<file path="config.mk">
export PLATFORM = sky130hd
export DESIGN_NAME = csmzb_top
export DESIGN_NICKNAME = d
export VERILOG_FILES = /design/src/hw/csmzb_pkg.sv /design/src/hw/csmzb_stream_if.sv /design/src/hw/csmzb_top.sv /design/src/hw/csmzb_sync.sv /design/src/hw/csmzb_fifo.sv
export SDC_FILE = /design/constraint.sdc
export NUM_CORES = 1
export LEC_CHECK = 0
export BUFFER_PORTS_ARGS = -buffer_cell sky130_fd_sc_hd__buf_2
export CAP_MARGIN = 20
export CORE_ASPECT_RATIO = 0.75
export CORE_UTILIZATION = 54
export CTS_CLUSTER_SIZE = 20
export DETAILED_ROUTE_END_ITERATION = 12
export PLACE_DENSITY_LB_ADDON = 0.12
export SLEW_MARGIN = 0
export SYNTH_ARGS = -nofsm -noshare
export SYNTH_HDL_FRONTEND = slang
export SYNTH_SLANG_ARGS = --single-unit
</file>
<file path="constraint.sdc">
create_clock -name SYS_CLK -period 2.5 [get_ports SYS_CLK]
set_input_delay 0.125 -clock SYS_CLK [delete_from_list [all_inputs] [get_ports SYS_CLK]]
set_output_delay 0.125 -clock SYS_CLK [all_outputs]
set_load 0.005 [all_outputs]
</file>
<file path="src/hw/csmzb_pkg.sv">
// Purpose: shared constants and types of the zero-based burst slice
// Assumes: APB register bus with 32-bit data, byte addresses
// Notes: pin vector positions match the top-level synchroniser bundle
//
// How it works
// - a static level on the mode pin after reset selects strobed mode
// - a clock seen on the mode pin after reset enters clocked mode
// - the transfer count pin at reset picks four or eight transfers
// - transfer count pin becomes buffer select once reset is released
// - width pin high at reset uses only the low four data pins
// - width pin low at reset uses all eight data pins
// - width pin becomes the zero-based burst input after reset
// - zero-based burst sampled low starts the transfer at burst address 0
// - zero-based transfers step linearly upward from burst address 0
// - clocked: sample on idle select edges, use last one at select
// - clocked: also sample on edges with end-of-cycle and select active
// - strobed: capture on select fall and on end-of-cycle fall
// - zero-based input has no effect outside its sampling points
// - zero-based input is pulled up; unused systems drive it high
// - burst counter reloads on idle select and on end-of-cycle
// - clocked: select and burst ready advance the burst counter
package csmzb_pkg;
    // ----------------------------------------------------------------
    // register map
    // ----------------------------------------------------------------
    localparam logic [7:0] OFF_CTRL = 8'h00;
    localparam logic [7:0] OFF_STATUS = 8'h04;
    localparam logic [7:0] OFF_DATA = 8'h08;
    localparam logic [31:0] CTRL_RST = 32'h0000_0000;
    localparam int CTRL_START_LSB = 0;
    localparam int CTRL_OVR_CLR_BIT = 8;
    localparam int ST_CLOCKED_BIT = 0;
    localparam int ST_EIGHT_BIT = 1;
    localparam int ST_NARROW_BIT = 2;
    localparam int ST_ZBT_BIT = 3;
    localparam int ST_ADDR_LSB = 4;
    localparam int ST_OVR_BIT = 7;
    localparam int ST_AVAIL_BIT = 8;
    localparam int DATA_VALID_BIT = 16;
    // ----------------------------------------------------------------
    // widths, burst masks, pin bundle
    // ----------------------------------------------------------------
    localparam int BURST_AW = 3;
    localparam int MEMORY_DATA_PINS_W = 8;
    localparam int NARROW_W = 4;
    localparam int FIFO_W = BURST_AW + MEMORY_DATA_PINS_W;
    localparam int FIFO_DEPTH = 32;
    localparam logic [2:0] MASK_FOUR = 3'h3;
    localparam logic [2:0] MASK_EIGHT = 3'h7;
    localparam logic [2:0] START_ZERO = 3'h0;
    localparam int PIN_CPU_BURST_READY_N = 8;
    localparam int PIN_EOC = 9;
    localparam int PIN_MW = 10;
    localparam int PIN_LTC = 11;
    localparam int PIN_MSTB = 12;
    localparam int PIN_W = 13;
    // ----------------------------------------------------------------
    // bus mode state, gray along strap -> strobed -> edge -> clocked
    // ----------------------------------------------------------------
    typedef enum logic [1:0] {
        MODE_STRAP = 2'b00,
        MODE_STROBED = 2'b01,
        MODE_EDGE1 = 2'b11,
        MODE_CLOCKED = 2'b10
    } csmzb_mode_e;
endpackage : csmzb_pkg

</file>
<file path="src/hw/csmzb_stream_if.sv">
// Purpose: valid/ready word stream between the slice and its buffer
// Assumes: a word moves on a clock edge with valid and ready high
// Notes: width is set by the instantiating module
interface csmzb_stream_if #(parameter int WIDTH = 8);
    logic [WIDTH-1:0] data;
    logic valid;
    logic ready;
    modport src (output data, output valid, input ready);
    modport snk (input data, input valid, output ready);
endinterface : csmzb_stream_if

</file>
<file path="src/hw/csmzb_top.sv">
// Purpose: memory-bus configuration straps and burst start logic
// Assumes: SYS_CLK at 200 MHz, much faster than the memory clock
// Notes: memory pins are sampled through two flops before use
//
// The APB slave port and the register offsets were chosen for this implementation.
module csmzb_top (
    input wire logic SYS_CLK,
    input wire logic SYS_RST,
    input wire logic PSEL,
    input wire logic PENABLE,
    input wire logic PWRITE,
    input wire logic [7:0] PADDR,
    input wire logic [31:0] PWDATA,
    output logic [31:0] PRDATA,
    output logic PREADY,
    output logic PSLVERR,
    input wire logic STROBE_MODE_SELECT,
    input wire logic LINE_TRANSFER_COUNT_SEL,
    input wire logic MEMORY_WIDTH_SEL,
    input wire logic MEMORY_END_OF_CYCLE_N,
    input wire logic MEMORY_BURST_READY_N,
    input wire logic [7:0] MEMORY_DATA_PINS,
    output logic CLOCKED_MODE,
    output logic EIGHT_TRANSFERS,
    output logic NARROW_DATA,
    output logic ZERO_BASE_ARMED,
    output logic [2:0] BURST_ADDR
);
    // ----------------------------------------------------------------
    // helpers
    // ----------------------------------------------------------------
    // reload value: zero-based overrides the requested start
    function automatic logic [2:0] f_start(input logic zbt,
                                           input logic [2:0] req);
        f_start = zbt ? csmzb_pkg::START_ZERO : req;
    endfunction : f_start

    // interleaved order from the start; from zero it is linear
    function automatic logic [2:0] f_addr(input logic [2:0] start,
                                          input logic [2:0] step,
                                          input logic eight);
        logic [2:0] mask;
        mask = eight ? csmzb_pkg::MASK_EIGHT : csmzb_pkg::MASK_FOUR;
        f_addr = (start ^ step) & mask;
    endfunction : f_addr

    // ----------------------------------------------------------------
    // pin synchronisers and edge history
    // ----------------------------------------------------------------
    logic [csmzb_pkg::PIN_W-1:0] pins_s;
    csmzb_sync #(.W(csmzb_pkg::PIN_W)) u_sync (
        .clk(SYS_CLK),
        .d({STROBE_MODE_SELECT, LINE_TRANSFER_COUNT_SEL,
            MEMORY_WIDTH_SEL, MEMORY_END_OF_CYCLE_N,
            MEMORY_BURST_READY_N, MEMORY_DATA_PINS}),
        .q(pins_s)
    );

    wire mstb_s = pins_s[csmzb_pkg::PIN_MSTB];
    wire ltc_s = pins_s[csmzb_pkg::PIN_LTC];
    wire mw_s = pins_s[csmzb_pkg::PIN_MW];
    wire eoc_s = pins_s[csmzb_pkg::PIN_EOC];
    wire cpu_burst_ready_n_s = pins_s[csmzb_pkg::PIN_CPU_BURST_READY_N];
    wire [7:0] memory_data_pins_s = pins_s[csmzb_pkg::MEMORY_DATA_PINS_W-1:0];

    logic mstb_prev_reg;
    logic sel_prev_reg;
    logic eoc_prev_reg;
    logic cpu_burst_ready_n_prev_reg;

    // previous synced levels; history is valid after one edge
    always_ff @(posedge SYS_CLK or posedge SYS_RST)
    begin
        if (SYS_RST)
        begin
            mstb_prev_reg <= 1'b0;
            sel_prev_reg <= 1'b1;
            eoc_prev_reg <= 1'b1;
            cpu_burst_ready_n_prev_reg <= 1'b1;
        end
        else
        begin
            mstb_prev_reg <= mstb_s;
            sel_prev_reg <= ltc_s;
            eoc_prev_reg <= eoc_s;
            cpu_burst_ready_n_prev_reg <= cpu_burst_ready_n_s;
        end
    end

    // ----------------------------------------------------------------
    // bus mode and strap capture
    // ----------------------------------------------------------------
    csmzb_pkg::csmzb_mode_e mode_reg;
    csmzb_pkg::csmzb_mode_e mode_next;
    logic clocked_reg;
    logic eight_reg;
    logic narrow_reg;

    wire mclk_rise = mstb_s && !mstb_prev_reg;
    wire strap_now = (mode_reg == csmzb_pkg::MODE_STRAP);

    // two rising edges count as a clock; a single step of a tied
    // level does not, so a slow strap settle stays in strobed mode
    always_comb
    begin
        mode_next = mode_reg;
        case (mode_reg)
            csmzb_pkg::MODE_STRAP:
                mode_next = csmzb_pkg::MODE_STROBED;
            csmzb_pkg::MODE_STROBED:
                if (mclk_rise)
                    mode_next = csmzb_pkg::MODE_EDGE1;
            csmzb_pkg::MODE_EDGE1:
                if (mclk_rise)
                    mode_next = csmzb_pkg::MODE_CLOCKED;
            csmzb_pkg::MODE_CLOCKED:
                mode_next = csmzb_pkg::MODE_CLOCKED;
            default:
                mode_next = csmzb_pkg::MODE_STRAP;
        endcase
    end

    // straps are taken once, at the first edge after release, from
    // synchroniser stages that kept tracking the pins during reset
    always_ff @(posedge SYS_CLK or posedge SYS_RST)
    begin
        if (SYS_RST)
        begin
            mode_reg <= csmzb_pkg::MODE_STRAP;
            clocked_reg <= 1'b0;
            eight_reg <= 1'b0;
            narrow_reg <= 1'b0;
        end
        else
        begin
            mode_reg <= mode_next;
            clocked_reg <= (mode_next == csmzb_pkg::MODE_CLOCKED);
            if (strap_now)
            begin
                eight_reg <= !ltc_s;
                narrow_reg <= mw_s;
            end
        end
    end

    // ----------------------------------------------------------------
    // sampling points of the zero-based input
    // ----------------------------------------------------------------
    // after release the shared pins act as select and zero-based
    wire sel_act = !ltc_s;
    wire zbt_act = !mw_s;
    wire eoc_act = !eoc_s;
    wire cpu_burst_ready_n_act = !cpu_burst_ready_n_s;
    wire ck = (mode_reg == csmzb_pkg::MODE_CLOCKED) && mclk_rise;
    wire st = (mode_reg == csmzb_pkg::MODE_STROBED)
        || (mode_reg == csmzb_pkg::MODE_EDGE1);
    wire sel_fall = sel_prev_reg && !ltc_s;
    wire sel_rise = !sel_prev_reg && ltc_s;
    wire eoc_fall = eoc_prev_reg && !eoc_s;
    wire cpu_burst_ready_n_fall = cpu_burst_ready_n_prev_reg && !cpu_burst_ready_n_s;

    wire ck_idle = ck && !sel_act;
    wire ck_eoc = ck && sel_act && eoc_act;
    wire st_smp = st && (sel_fall || (eoc_fall && sel_act));
    wire smp_evt = ck_idle || ck_eoc || st_smp;
    wire rld_evt = smp_evt || (st && sel_rise);
    wire adv_evt = !rld_evt && sel_act
        && ((ck && cpu_burst_ready_n_act) || (st && cpu_burst_ready_n_fall));

    // ----------------------------------------------------------------
    // burst counter
    // ----------------------------------------------------------------
    logic zbt_used_reg;
    logic [2:0] start_reg;
    logic [2:0] step_reg;
    logic [2:0] burst_addr_reg;
    logic [2:0] cpu_start_reg;
    logic ovr_reg;
    csmzb_stream_if #(.WIDTH(csmzb_pkg::FIFO_W)) beat_in ();
    csmzb_stream_if #(.WIDTH(csmzb_pkg::FIFO_W)) beat_out ();

    // a beat only advances when the buffer takes it, so a full
    // buffer freezes the counter rather than skipping an item
    wire beat_taken = adv_evt && beat_in.ready;
    wire zbt_used_next = smp_evt ? zbt_act : zbt_used_reg;
    wire [2:0] start_next = rld_evt
        ? f_start(zbt_used_next, cpu_start_reg) : start_reg;
    wire [2:0] step_next = rld_evt ? 3'h0
        : (beat_taken ? step_reg + 3'h1 : step_reg);

    // counter and published burst address
    always_ff @(posedge SYS_CLK or posedge SYS_RST)
    begin
        if (SYS_RST)
        begin
            zbt_used_reg <= 1'b0;
            start_reg <= 3'h0;
            step_reg <= 3'h0;
            burst_addr_reg <= 3'h0;
        end
        else
        begin
            zbt_used_reg <= zbt_used_next;
            start_reg <= start_next;
            step_reg <= step_next;
            burst_addr_reg <= f_addr(start_next, step_next, eight_reg);
        end
    end

    // narrow bus zeroes the unused upper data pins
    wire [7:0] beat_data = narrow_reg
        ? {4'h0, memory_data_pins_s[csmzb_pkg::NARROW_W-1:0]}
        : memory_data_pins_s;
    assign beat_in.data = {burst_addr_reg, beat_data};
    assign beat_in.valid = adv_evt;

    csmzb_fifo #(
        .WIDTH(csmzb_pkg::FIFO_W),
        .DEPTH(csmzb_pkg::FIFO_DEPTH)
    ) u_fifo (
        .clk(SYS_CLK),
        .rst(SYS_RST),
        .wr(beat_in),
        .rd(beat_out)
    );

    // ----------------------------------------------------------------
    // apb slave
    // ----------------------------------------------------------------
    logic pready_reg;
    logic pslverr_reg;
    logic [31:0] prdata_reg;

    wire setup = PSEL && !PENABLE;
    wire done = PSEL && PENABLE && pready_reg;
    wire is_ctrl = (PADDR == csmzb_pkg::OFF_CTRL);
    wire is_status = (PADDR == csmzb_pkg::OFF_STATUS);
    wire is_data = (PADDR == csmzb_pkg::OFF_DATA);
    wire mapped = is_ctrl || is_status || is_data;
    wire ctrl_wr = done && PWRITE && is_ctrl;
    wire ovr_clr = ctrl_wr && PWDATA[csmzb_pkg::CTRL_OVR_CLR_BIT];
    // pop only a word that the setup cycle reported; one that lands
    // between setup and access stays for the next read
    assign beat_out.ready = done && !PWRITE && is_data
        && prdata_reg[csmzb_pkg::DATA_VALID_BIT];

    // read words, unused bits zero
    function automatic logic [31:0] f_status(input logic ck_m,
        input logic e8, input logic nar, input logic zb,
        input logic [2:0] ad, input logic ov, input logic av);
        f_status = csmzb_pkg::CTRL_RST;
        f_status[csmzb_pkg::ST_CLOCKED_BIT] = ck_m;
        f_status[csmzb_pkg::ST_EIGHT_BIT] = e8;
        f_status[csmzb_pkg::ST_NARROW_BIT] = nar;
        f_status[csmzb_pkg::ST_ZBT_BIT] = zb;
        f_status[csmzb_pkg::ST_ADDR_LSB +: 3] = ad;
        f_status[csmzb_pkg::ST_OVR_BIT] = ov;
        f_status[csmzb_pkg::ST_AVAIL_BIT] = av;
    endfunction : f_status

    wire [31:0] ctrl_word = {29'h0, cpu_start_reg};
    wire [31:0] stat_word = f_status(clocked_reg, eight_reg,
        narrow_reg, zbt_used_reg, burst_addr_reg, ovr_reg,
        beat_out.valid);
    wire [31:0] data_word = {15'h0, beat_out.valid, 5'h0,
        beat_out.data};
    wire [31:0] rd_word = is_ctrl ? ctrl_word
        : (is_status ? stat_word : (is_data ? data_word : 32'h0000_0000));

    // answer in the first access cycle; read data frozen at setup
    always_ff @(posedge SYS_CLK or posedge SYS_RST)
    begin
        if (SYS_RST)
        begin
            pready_reg <= 1'b0;
            pslverr_reg <= 1'b0;
            prdata_reg <= csmzb_pkg::CTRL_RST;
        end
        else
        begin
            pready_reg <= setup;
            pslverr_reg <= setup && !mapped;
            if (setup)
                prdata_reg <= PWRITE ? csmzb_pkg::CTRL_RST : rd_word;
        end
    end

    // requested start and overrun flag; a new overrun beats a clear
    always_ff @(posedge SYS_CLK or posedge SYS_RST)
    begin
        if (SYS_RST)
        begin
            cpu_start_reg <= csmzb_pkg::CTRL_RST[2:0];
            ovr_reg <= 1'b0;
        end
        else
        begin
            if (ctrl_wr)
                cpu_start_reg <= PWDATA[csmzb_pkg::CTRL_START_LSB +: 3];
            ovr_reg <= (adv_evt && !beat_in.ready) || (ovr_reg && !ovr_clr);
        end
    end

    // ----------------------------------------------------------------
    // outputs, all from flops
    // ----------------------------------------------------------------
    assign PRDATA = prdata_reg;
    assign PREADY = pready_reg;
    assign PSLVERR = pslverr_reg;
    assign CLOCKED_MODE = clocked_reg;
    assign EIGHT_TRANSFERS = eight_reg;
    assign NARROW_DATA = narrow_reg;
    assign ZERO_BASE_ARMED = zbt_used_reg;
    assign BURST_ADDR = burst_addr_reg;
endmodule : csmzb_top

</file>
<file path="src/hw/csmzb_sync.sv">
// Purpose: two-stage synchroniser for a bundle of pins
// Assumes: each bit is an independent level
// Notes: no reset so the stages track the pins while reset is held
module csmzb_sync #(
    parameter int W = 1
) (
    input wire logic clk,
    input wire logic [W-1:0] d,
    output logic [W-1:0] q
);
    logic [W-1:0] meta_reg;

    // first stage feeds only the second
    always_ff @(posedge clk)
    begin
        meta_reg <= d;
        q <= meta_reg;
    end
endmodule : csmzb_sync

</file>
<file path="src/hw/csmzb_fifo.sv">
// Purpose: flip-flop fifo holding captured memory beats
// Assumes: single clock, asynchronous active-high reset
// Notes: depth must be a power of two
module csmzb_fifo #(
    parameter int WIDTH = 8,
    parameter int DEPTH = 32
) (
    input wire logic clk,
    input wire logic rst,
    csmzb_stream_if.snk wr,
    csmzb_stream_if.src rd
);
    localparam int AW = $clog2(DEPTH);
    logic [WIDTH-1:0] mem_reg [DEPTH];
    logic [AW:0] wptr_reg;
    logic [AW:0] rptr_reg;
    wire full = (wptr_reg[AW] != rptr_reg[AW])
        && (wptr_reg[AW-1:0] == rptr_reg[AW-1:0]);
    wire empty = (wptr_reg == rptr_reg);
    wire push = wr.valid && wr.ready;
    wire pop = rd.valid && rd.ready;

    // honest flags; ready drops as soon as the last slot is taken
    assign wr.ready = !full;
    assign rd.valid = !empty;
    assign rd.data = mem_reg[rptr_reg[AW-1:0]];

    // pointers with a wrap bit tell full from empty
    always_ff @(posedge clk or posedge rst)
    begin
        if (rst)
        begin
            wptr_reg <= '0;
            rptr_reg <= '0;
        end
        else
        begin
            wptr_reg <= wptr_reg + (AW+1)'(push);
            rptr_reg <= rptr_reg + (AW+1)'(pop);
        end
    end

    // storage is plain flops, written by index
    always_ff @(posedge clk)
    begin
        if (push)
            mem_reg[wptr_reg[AW-1:0]] <= wr.data;
    end
endmodule : csmzb_fifo

</file>
# After elaboration in Yosys (flattened, before gate mapping)
# Memories as Yosys holds them, arrays and structs flattened.
# Index checks and enable logic that the tools add are counted.
[totals]
wordCells = 107
ramBits = 352
mem_count = 1
output_inout_bits = 41
in_bits = 58
ff_bits = 95
[memory_table]
columns = ["name", "words", "width", "read_ports", "rd_ports_with_merged_regs", "write_ports", "line_no", "source"]
rows = [
  ["u_fifo.mem_reg", 32, 11, 1, 0, 1, "csmzb_fifo.sv:14", "logic [WIDTH-1:0] mem_reg [DEPTH];"],
]
[op_classes]
bitwise_logic = 2
n_addsub = 3
muxes = 16
n_reduce_logical = 55
n_eq_ne = 9
[ops]
columns = ["op", "count"]
rows = [
  ["$mux W17", 4],
  ["$logic_and A1 B1 Y1", 31],
  ["$mux W3", 5],
  ["$logic_not A1 Y1", 13],
  ["$add A6 B1 Y6", 2],
  ["$logic_or A1 B1 Y1", 9],
  ["$eq A8 B3 Y1 const B", 1],
  ["$eq A8 B4 Y1 const B", 1],
  ["$logic_not A8 Y1", 1],
  ["$mux W8", 1],
  ["$pmux W2 S4", 1],
  ["$eq A2 B2 Y1 const B", 3],
  ["$eq A6 B6 Y1", 1],
  ["$eq A5 B5 Y1", 1],
  ["$mux W2", 2],
  ["$add A3 B1 Y3 const B", 1],
  ["$and A3 B3 Y3", 1],
  ["$mux W1", 3],
  ["$xor A3 B3 Y3", 1],
  ["$eq A2 B1 Y1 const B", 1],
  ["$logic_not A2 Y1", 1],
  ["$ne A1 B1 Y1", 1],
]

# Logic depth before layout (Yosys ltp)
[depth]
ltp_word = 16
depth_mapped = 10
mapped_depth_nobuf = 9

# By module
# A second synthesis with hierarchy kept.
[unflattened]
hier_cells = 940
area_unflattened_um2 = 16882.4
[modules_own_cells]
columns = ["module", "n_inst", "area_per_inst_um2", "cells_per_inst", "seq_area_each_um2"]
rows = [
  ["csmzb_fifo", 1, 14427.6, 721, 10870.4],
  ["csmzb_top", 1, 1934.4, 193, 929.6],
  ["csmzb_sync", 1, 520.5, 26, 520.5],
]

# Least setup slack after synthesis
# Ideal clock, no wire load.
[synth_path]
path_kind = "reg-to-reg"
start = "register mode_reg[0]"
end = "memory u_fifo.mem_reg[0][0] (netlist bit), enable pin"
arrival_ps = 2147
n_path_buf = 1
period_less_slack_ps = 2525
setup_ps = 378
required_time_ps = 2122
slack_ps = -25
path_stages_with_launch = 8
cell_sequence = "dfrtp_1 and4bb_2 a32oi_1 nor3_1 nand2_1 or3_1 clkbuf_1 nor2_1"
[synth_between]
elab_chain_len = 13
word_cells_on_any_way = 22
cone_classes = "eq/ne: 3; mux: 2; reduce/logical: 17"
[synth_rtl]
columns = ["element", "line_no", "source"]
rows = [
  ["start: declaration", "csmzb_top.sv:93", "csmzb_pkg::csmzb_mode_e mode_reg;"],
  ["start signal: assignment", "csmzb_top.sv:129", "mode_reg <= csmzb_pkg::MODE_STRAP;"],
  ["start signal: assignment", "csmzb_top.sv:136", "mode_reg <= mode_next;"],
  ["$eq A2 B2 Y1", "csmzb_top.sv:154", "wire ck = (mode_reg == csmzb_pkg::MODE_CLOCKED) && mclk_rise;"],
  ["$logic_and A1 B1 Y1", "csmzb_top.sv:154", ""],
  ["$logic_and A1 B1 Y1 (2 in a row)", "csmzb_top.sv:163", "wire ck_eoc = ck && sel_act && eoc_act;"],
  ["$logic_or A1 B1 Y1 (2 in a row)", "csmzb_top.sv:165", "wire smp_evt = ck_idle || ck_eoc || st_smp;"],
  ["$logic_or A1 B1 Y1", "csmzb_top.sv:166", "wire rld_evt = smp_evt || (st && sel_rise);"],
  ["$logic_not A1 Y1", "csmzb_top.sv:167", "wire adv_evt = !rld_evt && sel_act"],
  ["$logic_and A1 B1 Y1", "csmzb_top.sv:167", ""],
  ["$logic_and A1 B1 Y1 (*)", "csmzb_top.sv:168", "&& ((ck && cpu_burst_ready_n_act) || (st && cpu_burst_ready_n_fall));"],
  ["$logic_and A1 B1 Y1 (*)", "csmzb_fifo.sv:20", "wire push = wr.valid && wr.ready;"],
  ["$mux W1 (*)", "csmzb_fifo.sv:46", "if (push)"],
  ["$mux W1 (implied by the code) (*)", "csmzb_fifo.sv:47", "mem_reg[wptr_reg[AW-1:0]] <= wr.data;"],
  ["end: declaration", "csmzb_fifo.sv:14", ""],
]
# Every way passes the cells marked *; elsewhere a longest branch is shown, timed or not.

# Worst setup path after layout
[layout_path]
start = "register u_fifo.rptr_reg[0]"
end = "register prdata_reg[10], in the netlist PRDATA[10]"
[layout_between]
elab_chain_len = 5
[layout_rtl]
columns = ["element", "line_no", "source"]
rows = [
  ["start: declaration", "csmzb_fifo.sv:16", "logic [AW:0] rptr_reg;"],
  ["start signal: assignment", "csmzb_fifo.sv:39", "rptr_reg <= rptr_reg + (AW+1)'(pop);"],
  ["$mem_v2 Z32 W11", "n/a", ""],
  ["$mux W17 (2 in a row)", "csmzb_top.sv:268", ": (is_status ? stat_word : (is_data ? data_word : 32'h0000_0000));"],
  ["$mux W17", "csmzb_top.sv:267", "wire [31:0] rd_word = is_ctrl ? ctrl_word"],
  ["$mux W17", "csmzb_top.sv:284", "prdata_reg <= PWRITE ? csmzb_pkg::CTRL_RST : rd_word;"],
  ["end signal: assignment", "csmzb_top.sv:277", "prdata_reg <= csmzb_pkg::CTRL_RST;"],
  ["end signal: assignment", "csmzb_top.sv:284", ""],
  ["end: declaration", "csmzb_top.sv:232", "logic [31:0] prdata_reg;"],
]
# No other way between the ends.
# A chain may end at the register's enable or synchronous reset.

==> results.txt <==
pre-CTS WS: 0.04255 ns
Chip Width: 203.7 µm
final worst path period share: 0.9591
flip-flop and latch area: 12,330 µm²
clock-pin transition on the worst setup and hold timing paths: 0.06 ns
final hold vios: 0
CP Data Arrival Time: 2.83 ns
Critical Path RT: 2.93 ns
final setup fails: 0
Post-synth EDFFs: 352
# diodes: 0
# clock sinks: 427
FF-to-FF Start: u_fifo.rptr_reg[0]
r2r endpoint: PRDATA[10]
routed vias: 8,820
met3 GRT Util: 0.06866
CP delay by family, top: compound AO/OA/AOI/OAI gates
pin count of the biggest net entering global routing: 43
RSZ-0062 raised after global routing: yes
layout cell share with drive strength beyond 1: 0.2792
Yosys Warn Count: 0
GRT met1 Usage: 0.3708
IO Pins: 99
synth unique cells: 56
via/cell ratio: 5.857
relative slew slack: 0.4436
Final Instance Area: 19,270 µm²
Die ar.: 31,210 µm²
crit path capture type: flop
Final Power: 14.51 mW
clock power share: 0.389
CTS tree: built
CP startpoint: u_fifo.rptr_reg[0]
initial antenna violation count: 0
die height: 153.2 µm
clk_lat worst skew: 0.55 ns
met2 Resource Use GR: 0.3614
crit path cell chain: buf_16 > mux4_2 > a2111oi_0 > a31oi_1 > a32o_1
final core occ: 0.6528
Slew Viols, Final: 0
Layout Nets: 1,149
GPL Wtd Cong: 0.8986
status: finished, final reports clean
slowest cell on the critical path: dfrtp_4
Initial Util: 0.5578
First-pass DRT Iterations: 5
Worst Tran Pin Value: 0.8334 ns
DRC errors left: 0
Max-Cap Viols: 0
Core Rows: 54
core area: 29,530 µm²
first-pass GRT wire length: 55,860 µm
Pwr Density: 752.8 nW/µm²
CTS HTree Levels: 2
vias in the first global route: 8,821
Max Root-Sink Buffers: 3
commonest non-fill, non-tap cell in the layout: edfxtp_1
crit path kind: reg2reg
Area after DPL: 17,840 µm²
Int Pwr: 11.37 mW
final setup margin: 0.1023 ns
drt wl/cell: 24.86 µm
#FFs+latches synth: 427
Seq pwr share: 0.557
crit path to: PRDATA[10]
fillers: 2,068
Initial DRC Count: 851
startpoint types: flop
Mapped Cells: 908
fmax: 0.4171 GHz
Post-DP HPWL: 23,860 µm
WL final: 37,430 µm
count of input and output buffers: 50
Bufs and invs on worst path: 1
Top FF cell, synth: edfxtp_1
HP Class: in2reg
Switching Fraction: 0.2165
Multi-input gate area: 3849 µm²
Root Driver: clkbuf_16
Peak supply drop: 0.5371 mV
Max Clock Skew: 0.01150 ns
CP peak stage delay: 0.59 ns
FF-to-FF path depth: 5
area grow syn2layout: 17.03%
combinational power share: 0.054
mapped cell area: 16,470 µm²
GR peak layer: met1
Hold Path Cell Cnt: 5
reg2reg setup slack: 0.10 ns
post-synthesis async set-or-reset flop share: 0.1148
min Tclk post-route: 2.398 ns
register area share after synthesis: 0.7481
Leak: 6.891 nW
post-CTS setup repair buffer count: 0
worst-path maximum fanout: 35
Num CTS Buffers: 41
P_sw: 3.142 mW
gr usage total: 0.2487
max FFs per register: 352
Mean Syn Cell Area: 18.14 µm²
antenna viol nets, final: 0
GRT overflow: 0
number of cells on the critical path: 5
commonest non-fill, non-tap cells in the layout: edfxtp_1, buf_4, mux4_2
## stage by stage
stage               instances  setup TNS (ns)  hold slack, ns
finish                   1506               0         0.08959
global route             1506       -0.002103          0.1229
CTS                      1506               0         0.07126
detailed placement       1415               0          0.2286
global placement         1415               0          0.2281
floorplan                 927          -1.763          0.1527
## layout make-up
class	count	share of cell area
flip-flops and latches	427	0.6396
multi-input cells	422	0.1997
repair buffers	181	0.07024
clock buffers	54	0.05849
well taps	392	0.02545
clock inverters	17	0.003960
inverters	13	0.002532
## worst reg2reg max path, cell delays in order, from the launching register on
cell       delay (ns)
dfrtp_4          0.59
buf_16           0.31
mux4_2           0.55
a2111oi_0        0.46
a31oi_1          0.13
a32o_1           0.25
## power by group through the flow
stage / sequential (mW) / clock, mW / combinational [mW]
after global placement: 8.23 / 0 / 0.731
after CTS: 8.08 / 5.75 / 0.776
after floorplan: 8.22 / 0 / 0.352
after global routing: 8.09 / 6.02 / 0.844
after detailed placement: 8.23 / 0 / 0.752
final: 8.08 / 5.65 / 0.779
## synth_stat cells (8+ instances only)
library cell / count / area share
nor2_1: 49 / 0.011
dfxtp_1: 26 / 0.032
o21ai_0: 13 / 0.0040
a21oi_1: 15 / 0.0046
nand2_1: 43 / 0.0098
dfrtp_1: 46 / 0.070
mux4_2: 70 / 0.096
mux2i_1: 39 / 0.024
xor2_1: 10 / 0.0053
a22oi_1: 21 / 0.0096
edfxtp_1: 352 / 0.64
clkbuf_1: 18 / 0.0041
nor2b_1: 10 / 0.0038
buf_4: 25 / 0.011
buf_2: 15 / 0.0046
o22ai_1: 9 / 0.0034
o221ai_1: 8 / 0.0043
inv_1: 13 / 0.0030
nand3_1: 23 / 0.0070
## timing repair
action | 4_1_cts | 5_1_grt
endpoints found under the hold margin | 53 | 0
gates resized for setup | 0 | 6
setup endpoints to repair | 0 | 154
hold buffers | 20 | 0
## logic make-up after synthesis
family,count (synthesis),synth area share
adder cells (fa/ha/maj),5,0.003799
AND/OR/NAND/NOR,166,0.04900
flip-flops,427,0.7481
XOR/XNOR,16,0.008508
AO/OA/AOI/OAI,99,0.04148
other,1,0.0002277
buffers and inverters,78,0.02469
multiplexers,116,0.1242
## per-layer routing
metal	up-vias	part of all wire
met2	362	0.45
li1	3898	-
met5	-	0
met4	0	0.021
met3	53	0.094
met1	4507	0.44
## worst min-delay path by stage
stage / start / end
6_report: PADDR[2] / PRDATA[1]
5_1_grt: PADDR[2] / PRDATA[1]
4_1_cts: PWRITE / PRDATA[16]
3_5_place_dp: MEMORY_DATA_PINS[4] / u_sync.meta_reg[4]
3_3_place_gp: MEMORY_DATA_PINS[3] / u_sync.meta_reg[3]
2_1_floorplan: MEMORY_DATA_PINS[0] / u_sync.meta_reg[0]
Note: power is estimated with default switching activity, not from simulation.
